--- src/core/rtcopc_pkg.sv ---
// Function
// [RULE1] Kilohertz pin runs 32.768kHz, 50% duty, only with khz_out_enable.
// [RULE2] Enabled kilohertz output keeps running on primary or battery supply.
// [RULE3] interrupt_select 0 puts a 1Hz square wave on the multifunction pin.
// [RULE4] interrupt_select 1 pulls the pin low on an enabled alarm match.
// [RULE5] Power-up sets interrupt_select to 1 with both alarms disabled.
// [RULE6] Reset pin held low while primary supply is under threshold.
// [RULE7] Once supply recovers, reset stays low a hold time, then is released.
// [RULE8] Reset pin is a debounced pushbutton input; a press asserts reset.
// [RULE9] Oscillator disabled: hold time is skipped, reset released at once.
// [RULE10] Pins are pull-down enables; hold, debounce counts are parameters.
package rtcopc_pkg;
  localparam logic [7:0] OUTCFG_OFFSET   = 8'h0E;
  localparam logic [7:0] FLAG_OFFSET     = 8'h0F;
  localparam int         OUTCFG_A1E_BIT  = 0;
  localparam int         OUTCFG_A2E_BIT  = 1;
  localparam int         OUTCFG_ISEL_BIT = 2;
  localparam int         OUTCFG_OSCD_BIT = 7;
  localparam int         FLAG_A1F_BIT    = 0;
  localparam int         FLAG_A2F_BIT    = 1;
  localparam int         FLAG_KHZ_BIT    = 3;
  localparam logic [7:0] OUTCFG_RESET    = 8'h1C;
  localparam logic [7:0] FLAG_RESET      = 8'h08;
  localparam logic [7:0] OUTCFG_WMASK    = 8'hFF;
  localparam logic [7:0] FLAG_WMASK      = 8'h08;
  localparam int         CLK_HZ          = 250000000;
  localparam int         KHZ_HZ          = 32768;
  // Half period of the kilohertz output in cycles, rounded down
  localparam int         KHZ_HALF_CYC    = CLK_HZ / (2 * KHZ_HZ);
  localparam int         HOLD_MS         = 250;
  localparam int         DEBOUNCE_MS     = 250;
  localparam longint     HOLD_CYC        = longint'(CLK_HZ) / 1000 * HOLD_MS;
  localparam longint     DEBOUNCE_CYC    =
    longint'(CLK_HZ) / 1000 * DEBOUNCE_MS;
  typedef enum logic [1:0] {
    RTCOPC_IDLE,
    RTCOPC_FAIL,
    RTCOPC_HOLD,
    RTCOPC_PRESS
  } rtcopc_rst_t;
endpackage

--- src/core/rtcopc_regs.sv ---
module rtcopc_regs (
  input  wire logic       mclk,      // Clock
  input  wire logic       reset,     // Sync reset
  input  wire logic       wr_en,     // Register write strobe
  input  wire logic       rd_en,     // Register read strobe
  input  wire logic [7:0] addr,      // Register offset
  input  wire logic [7:0] wdata,     // Write data
  input  wire logic [1:0] flag_set,  // Alarm flag set pulses
  output logic      [7:0] rdata,     // Registered read data
  output logic      [7:0] outcfg,    // Output config register
  output logic      [7:0] flags      // Flag register
);
  logic [7:0] outcfg_r;
  logic [7:0] flag_r;
  logic [7:0] rdata_r;
  logic [7:0] flag_nxt;

  always_comb begin
    flag_nxt = flag_r;
    if (wr_en && addr == rtcopc_pkg::FLAG_OFFSET) begin
      // Alarm flags clear on written zero; khz enable is plain storage
      flag_nxt = (flag_r & (wdata | rtcopc_pkg::FLAG_WMASK))
               & ~rtcopc_pkg::FLAG_WMASK;
      flag_nxt = flag_nxt | (wdata & rtcopc_pkg::FLAG_WMASK);
    end
    // Set beats clear so a match in the clearing cycle is kept
    flag_nxt[rtcopc_pkg::FLAG_A1F_BIT] =
      flag_nxt[rtcopc_pkg::FLAG_A1F_BIT] | flag_set[0];
    flag_nxt[rtcopc_pkg::FLAG_A2F_BIT] =
      flag_nxt[rtcopc_pkg::FLAG_A2F_BIT] | flag_set[1];
  end

  always_ff @(posedge mclk) begin
    if (reset) begin
      outcfg_r <= rtcopc_pkg::OUTCFG_RESET; // [RULE5]
    end else if (wr_en && addr == rtcopc_pkg::OUTCFG_OFFSET) begin
      outcfg_r <= wdata & rtcopc_pkg::OUTCFG_WMASK;
    end
  end

  always_ff @(posedge mclk) begin
    if (reset) begin
      flag_r <= rtcopc_pkg::FLAG_RESET;
    end else begin
      flag_r <= flag_nxt;
    end
  end

  always_ff @(posedge mclk) begin
    if (reset) begin
      rdata_r <= 8'h00;
    end else if (rd_en) begin
      if (addr == rtcopc_pkg::OUTCFG_OFFSET) begin
        rdata_r <= outcfg_r;
      end else if (addr == rtcopc_pkg::FLAG_OFFSET) begin
        rdata_r <= flag_r;
      end else begin
        rdata_r <= 8'h00;
      end
    end
  end

  assign rdata  = rdata_r;
  assign outcfg = outcfg_r;
  assign flags  = flag_r;
endmodule // rtcopc_regs

--- src/core/rtcopc_top.sv ---
module rtcopc_top #(
  parameter longint HOLD_CYC     = rtcopc_pkg::HOLD_CYC,     // Reset hold
  parameter longint DEBOUNCE_CYC = rtcopc_pkg::DEBOUNCE_CYC, // Debounce
  parameter int     KHZ_HALF     = rtcopc_pkg::KHZ_HALF_CYC, // Khz half
  parameter int     SEC_HALF_CYC = rtcopc_pkg::CLK_HZ / 2    // 1Hz half
) (
  input  wire logic       mclk,                  // Clock
  input  wire logic       reset,                 // Sync reset, high
  input  wire logic       reg_wr,                // Register write strobe
  input  wire logic       reg_rd,                // Register read strobe
  input  wire logic [7:0] reg_addr,              // Register offset
  input  wire logic [7:0] reg_wdata,             // Write data
  output logic      [7:0] reg_rdata,             // Read data
  input  wire logic [1:0] alarm_match,           // Alarm match pulses
  input  wire logic       power_fail_threshold,  // High: supply below trip
  input  wire logic       rst_pin_in,            // Reset pin level
  output logic            rst_pin_oe,            // Reset pin pull-down
  output logic            kilohertz_clock_out,   // Khz pin pull-down
  output logic            alarm_or_tick_out_n,   // Multifunction pull-down
  output logic            reset_active           // Reset asserted state
);
  logic [7:0] outcfg;
  logic [7:0] flags;
  logic [7:0] rdata_w;
  logic [1:0] flag_set;

  ////////////////////////////////////////////////////////////////////////////
  // Registers
  rtcopc_regs u_regs (
    .mclk     (mclk),
    .reset    (reset),
    .wr_en    (reg_wr),
    .rd_en    (reg_rd),
    .addr     (reg_addr),
    .wdata    (reg_wdata),
    .flag_set (flag_set),
    .rdata    (rdata_w),
    .outcfg   (outcfg),
    .flags    (flags)
  );
  assign reg_rdata = rdata_w;

  logic a1e;
  logic a2e;
  logic isel;
  logic oscd;
  logic khz_en;
  assign a1e    = outcfg[rtcopc_pkg::OUTCFG_A1E_BIT];
  assign a2e    = outcfg[rtcopc_pkg::OUTCFG_A2E_BIT];
  assign isel   = outcfg[rtcopc_pkg::OUTCFG_ISEL_BIT];
  assign oscd   = outcfg[rtcopc_pkg::OUTCFG_OSCD_BIT];
  assign khz_en = flags[rtcopc_pkg::FLAG_KHZ_BIT];
  assign flag_set = alarm_match;

  ////////////////////////////////////////////////////////////////////////////
  // Kilohertz output; no supply input gates it, so it runs on battery too
  logic [15:0] khz_cnt_r;
  logic        khz_ph_r;
  logic        khz_out_r;
  always_ff @(posedge mclk) begin
    if (reset || !khz_en) begin
      khz_cnt_r <= 16'h0000;
      khz_ph_r  <= 1'b0;
    end else if (khz_cnt_r == 16'(KHZ_HALF - 1)) begin
      khz_cnt_r <= 16'h0000;
      khz_ph_r  <= ~khz_ph_r; // [RULE1] [RULE2]
    end else begin
      khz_cnt_r <= khz_cnt_r + 16'h0001;
    end
  end
  always_ff @(posedge mclk) begin
    if (reset) begin
      khz_out_r <= 1'b0;
    end else begin
      // Pull down only during low half; disabled leaves pin released
      khz_out_r <= khz_en && !khz_ph_r; // [RULE1] [RULE10]
    end
  end
  assign kilohertz_clock_out = khz_out_r;

  ////////////////////////////////////////////////////////////////////////////
  // Multifunction output
  logic [27:0] sec_cnt_r;
  logic        sec_ph_r;
  logic        mf_out_r;
  always_ff @(posedge mclk) begin
    if (reset) begin
      sec_cnt_r <= 28'h0000000;
      sec_ph_r  <= 1'b0;
    end else if (sec_cnt_r == 28'(SEC_HALF_CYC - 1)) begin
      sec_cnt_r <= 28'h0000000;
      sec_ph_r  <= ~sec_ph_r;
    end else begin
      sec_cnt_r <= sec_cnt_r + 28'h0000001;
    end
  end
  always_ff @(posedge mclk) begin
    if (reset) begin
      mf_out_r <= 1'b0;
    end else if (!isel) begin
      mf_out_r <= !sec_ph_r; // [RULE3] [RULE10]
    end else begin
      mf_out_r <= (a1e && flags[rtcopc_pkg::FLAG_A1F_BIT])
               || (a2e && flags[rtcopc_pkg::FLAG_A2F_BIT]); // [RULE4]
    end
  end
  assign alarm_or_tick_out_n = mf_out_r;

  ////////////////////////////////////////////////////////////////////////////
  // Reset supervisor
  rtcopc_pkg::rtcopc_rst_t st_r;
  logic [35:0] hold_cnt_r;
  logic [35:0] db_cnt_r;
  logic        rst_oe_r;
  logic        press_ok;
  // Press valid once pin seen low by others for the debounce time
  assign press_ok = (db_cnt_r == 36'(DEBOUNCE_CYC)); // [RULE8]

  always_ff @(posedge mclk) begin
    if (reset || rst_oe_r || rst_pin_in) begin
      db_cnt_r <= 36'h000000000;
    end else if (!press_ok) begin
      db_cnt_r <= db_cnt_r + 36'h000000001; // [RULE8]
    end
  end

  always_ff @(posedge mclk) begin
    if (reset) begin
      st_r       <= rtcopc_pkg::RTCOPC_FAIL;
      hold_cnt_r <= 36'h000000000;
    end else begin
      case (st_r)
        rtcopc_pkg::RTCOPC_IDLE: begin
          hold_cnt_r <= 36'h000000000;
          if (power_fail_threshold) begin
            st_r <= rtcopc_pkg::RTCOPC_FAIL; // [RULE6]
          end else if (press_ok) begin
            st_r <= rtcopc_pkg::RTCOPC_PRESS; // [RULE8]
          end
        end
        rtcopc_pkg::RTCOPC_FAIL: begin
          hold_cnt_r <= 36'h000000000;
          if (!power_fail_threshold) begin
            // No recovery delay while the oscillator is stopped
            st_r <= oscd ? rtcopc_pkg::RTCOPC_IDLE
                         : rtcopc_pkg::RTCOPC_HOLD; // [RULE9] [RULE7]
          end
        end
        rtcopc_pkg::RTCOPC_HOLD, rtcopc_pkg::RTCOPC_PRESS: begin
          if (power_fail_threshold) begin
            st_r <= rtcopc_pkg::RTCOPC_FAIL;
          end else if (oscd || hold_cnt_r == 36'(HOLD_CYC - 1)) begin
            st_r <= rtcopc_pkg::RTCOPC_IDLE; // [RULE7] [RULE9]
          end else begin
            hold_cnt_r <= hold_cnt_r + 36'h000000001;
          end
        end
        default: st_r <= rtcopc_pkg::RTCOPC_FAIL;
      endcase
    end
  end

  always_ff @(posedge mclk) begin
    if (reset) begin
      rst_oe_r <= 1'b1;
    end else begin
      rst_oe_r <= (st_r != rtcopc_pkg::RTCOPC_IDLE)
                  || power_fail_threshold; // [RULE6] [RULE10]
    end
  end
  assign rst_pin_oe   = rst_oe_r;
  assign reset_active = rst_oe_r;
endmodule // rtcopc_top

--- config.mk ---
export PLATFORM = sky130hd
export DESIGN_NAME = rtcopc_top
export DESIGN_NICKNAME = d
export VERILOG_FILES = /design/src/core/rtcopc_pkg.sv /design/src/core/rtcopc_regs.sv /design/src/core/rtcopc_top.sv
export SDC_FILE = /design/constraint.sdc
export NUM_CORES = 1
export LEC_CHECK = 0
export BUFFER_PORTS_ARGS = -buffer_cell sky130_fd_sc_hd__buf_2
export CORE_UTILIZATION = 40
export CTS_CLUSTER_DIAMETER = 120
export CTS_CLUSTER_SIZE = 16
export DETAILED_ROUTE_END_ITERATION = 10
export PLACE_DENSITY = 0.52
export SLEW_MARGIN = 20
export SYNTH_ARGS = -nofsm -noshare
export SYNTH_HDL_FRONTEND = slang
export SYNTH_SLANG_ARGS = --single-unit
--- constraint.sdc ---
create_clock -name mclk -period 2.8 [get_ports mclk]
set_clock_uncertainty 0.05 [all_clocks]
set_input_delay 0.7 -clock mclk [delete_from_list [all_inputs] [get_ports mclk]]
set_output_delay 0.7 -clock mclk [all_outputs]
set_load 0.1 [all_outputs]
==> reports/results.tsv <==
stage	metric	value	unit
critical_path	critPathKind	reg2reg	
power	power.share.switching	21.82	%
sta	fmax	0.4064	GHz
clock_tree	clock_latency	420	ps
hold_path	worstHoldPathType	reg2reg	
power	seq_power_share	45.4	%
detailed_routing	wl_per_cell	13.47	um
clock_tree	cts_sinks	147	
global_routing	grt_start_max_net_pins	28	
global_routing	grt_pass1_wl	23.82	mm
power	p_per_area	615.8	nW/um2
detailed_routing	wl	13.91	mm
floorplan	io_pins	36	
global_routing	use_met3	4.182	%
power	ir_drop	475.6	uV
critical_path	startpoint_type	flip-flop	
detailed_routing	vias	5392	
power	p_int	3.667	mW
global_routing	grt_antenna_before_repair	0	
synthesis	synth.distinct_cells	46	
floorplan	die-area	16860	um2
critical_path	crit_slowest_cell	or4b_1	
clock_tree	clockRootBuffer	clkbuf_16	
synthesis	synth_adder_area_share	1.148	%
run	maxCapViolations	0	
floorplan	start_util	41.02	%
placed_design	numPortBuffers	35	
sta	hold_slack	385.9	ps
power	p_switching	1.024	mW
placed_design	place_area	6995	um2
global_routing	use_met1	22.08	%
placed_design	post-dp-hpwl	9.791	mm
final_layout	syn2layout_area_growth	16.47	%
synthesis	synth_seq_cells	147	
clock_tree	cts_hold_buf	0	
synthesis	synth_compound_area_share	6.543	%
sta	max_slew.worst_pin.slew	639.7	ps
sta	rsz0062_at_grt	false	
clock_tree	ctsHtreeMaxLevel	4	
sta	finalHoldViolCount	0	
sta	slew_viol_final	0	
final_layout	utilization	47.78	%
clock_tree	clkSlewWorstSetupHoldPaths	60	ps
clock_tree	clockBufferDepth	2	
final_layout	ff_latch_area	2943	um2
synthesis	synth_cells	764	
sta	post-route-min-period	2461	ps
power	power.leakage	2.554	nW
synthesis	avgSynthCellArea	8.560	um2
synthesis	synthMuxAreaShare	0.3061	%
status	status	finished clean	
synthesis	yosys.area_share.simple	31.87	%
final_layout	fill_cells	1553	
synthesis	ys_warn_count	0	
placed_design	gp_congestion	0.8679	
global_routing	grt_pass1_vias	5139	
global_routing	grt-busiest-layer	met2	
power	clkPwrFrac	51.2	%
critical_path	cp-end-kind	flip-flop	
final_layout	final_cell_mix	dfxtp_1, nor2_1, xor2_1, nand2_1, nand4_1	
sta	finalSetupTns	0	ps
power	p_comb_share	3.5	%
detailed_routing	via_per_inst	5.225	
synthesis	synth_edf_count	0	
clock_tree	cts_resized	0	
critical_path	slowest_delay	500	ps
clock_tree	postCtsSetupBuffers	0	
synthesis	syn_area	6540	um2
final_layout	diodes	0	
critical_path	crit_fanout	5	
detailed_routing	drc	0	
detailed_routing	drtIter0Drc	233	
detailed_routing	dr.pass1.iters	5	
synthesis	synth_top_family_by_area	simple AND/OR/NAND/NOR gates	
critical_path	worstPathCellList	or4b_1 > or4_4 > o31a_1 > and3_1 > or4_1	
global_routing	track_usage	17.84	%
final_layout	drive_gt1_share	11.27	%
global_routing	met2_usage	29.63	%
final_layout	multi_input_area	3422	um2
critical_path	worst_ep_required_time	3040	ps
synthesis	synthXorXnorAreaFrac	12.45	%
final_layout	fin_area	7617	um2
floorplan	die_h	129.9	um
detailed_routing	drt.antenna.violating_nets	0	
floorplan	fp.dieW	129.9	um
synthesis	synth_seq_area_share	45.00	%
sta	max_slew_margin	57.36	%
final_layout	final_common_cell	dfxtp_1	
critical_path	crit_arrival	2700	ps
floorplan	num_rows	46	
synthesis	synthArstFlopShare	0	%
floorplan	coreArea	15940	um2
sta	fin_crit_sh	87.88	%
clock_tree	cts_tree	done	
synthesis	syn-num-nets	794	
sta	finalSetupViolCount	0	
clock_tree	cts_buffers	17	
synthesis	yosys_most_used_dff	dfxtp_1	
global_routing	grt.overflow.total	0	
final_layout	layout.nets	834	
[area by class of cell]
| cell class | count | area share (%) |
|---|---|---|
| clock inverter | 13 | 2.398 |
| timing repair buffer | 50 | 3.942 |
| sequential | 147 | 38.63 |
| tap | 216 | 3.548 |
| inverter | 16 | 0.7884 |
| clock buffer | 18 | 5.765 |
| multi-input combinational | 572 | 44.92 |
[flip-flops by register name (all words and copies together) (netlist names)]
register	cells
u_regs.flags	8
db_cnt_r	36
st_r	2
u_regs.rdata	8
sec_ph_r	1
kilohertz_clock_out	1
khz_cnt_r	16
khz_ph_r	1
hold_cnt_r	36
u_regs.outcfg	8
reset_active	1
sec_cnt_r	28
alarm_or_tick_out_n	1
[power by group through the flow]
stage                     Clock (mW)  Combinational (mW)  Sequential (mW)
after floorplan                    0              0.0701             2.22
after global placement             0               0.163             2.17
after detailed placement           0               0.165             2.17
after CTS                       2.46               0.165             2.13
after global routing            2.55               0.179             2.13
final                           2.40               0.163             2.13
[worst max-delay path: cells and delay by family, from the launching register on]
family / cells / cell delay [ps]
and+or+nand+nor: 4 / 1600
DFF: 1 / 350
AOI/OAI and AO/OA: 1 / 330
[logic make-up (layout without fill, tap and decap cells)]
group	Yosys count	after routing
xor gates and xnor gates	93	93
and+or+nand+nor	403	403
AOI/OAI and AO/OA	68	68
DFF	147	147
buffers and inverters	45	97
muxes	2	2
adders and majority gates	6	6
[synth_stat cells (2+ instances only)]
library cell  count  area (um2)
nor4bb_1          2       20.02
xnor2_1          26       227.7
nand3b_1          5       37.54
and2_1            5       31.28
clkbuf_1         23       86.33
nand2b_1          5       31.28
nand2_1          60       225.2
dfxtp_1         147        2943
or2_2             5       31.28
nand3_1          44       220.2
mux2i_1           2       20.02
o31ai_1           7       52.55
nor4b_1           7       61.31
or3_1            11       68.82
a22oi_1           8       60.06
inv_1            16       60.06
nor2_1          127       476.7
and3_1           17       106.4
nand4b_1          3       26.28
nor3_2            2       20.02
a21oi_1          24       120.1
a211oi_1          9       67.56
nor3b_1           5       37.54
buf_2             2       10.01
xor2_1           67       586.8
nand4bb_1         2       22.52
buf_1             3       11.26
or4_1             9       67.56
and4_1            6       52.55
nor3_1           17       85.08
o21ai_0          14       70.07
nand4_1          50       312.8
ha_1              6       75.07
nor4_1           16       100.1
[path summary, 6_finish.rpt]
path              slack, ps            from  cells past startpoint                   to
setup / recovery        340  hold_cnt_r[12]                      5              st_r[0]
hold / removal          390        khz_ph_r                      1  kilohertz_clock_out
setup reg to reg        340  hold_cnt_r[12]                      5              st_r[0]
hold reg to reg         390        khz_ph_r                      1  kilohertz_clock_out
[metrics by stage]
step                      instances  total power [mW]  worst slack [ps]
after global routing           1032             4.860             248.1
final                          1032             4.691             339.3
after detailed placement       1001             2.339             339.0
after global placement         1001             2.336             376.7
after CTS                      1032             4.752             336.9
after floorplan                 764             2.289             229.5
[layer usage]
layer | part of all wire, % | wire length [um]
met2 | 47 | 6565
met5 | 0 | 0
met4 | 1.8 | 257
met1 | 48 | 6697
met3 | 2.8 | 384
Note: power is estimated with default switching activity, not from simulation.
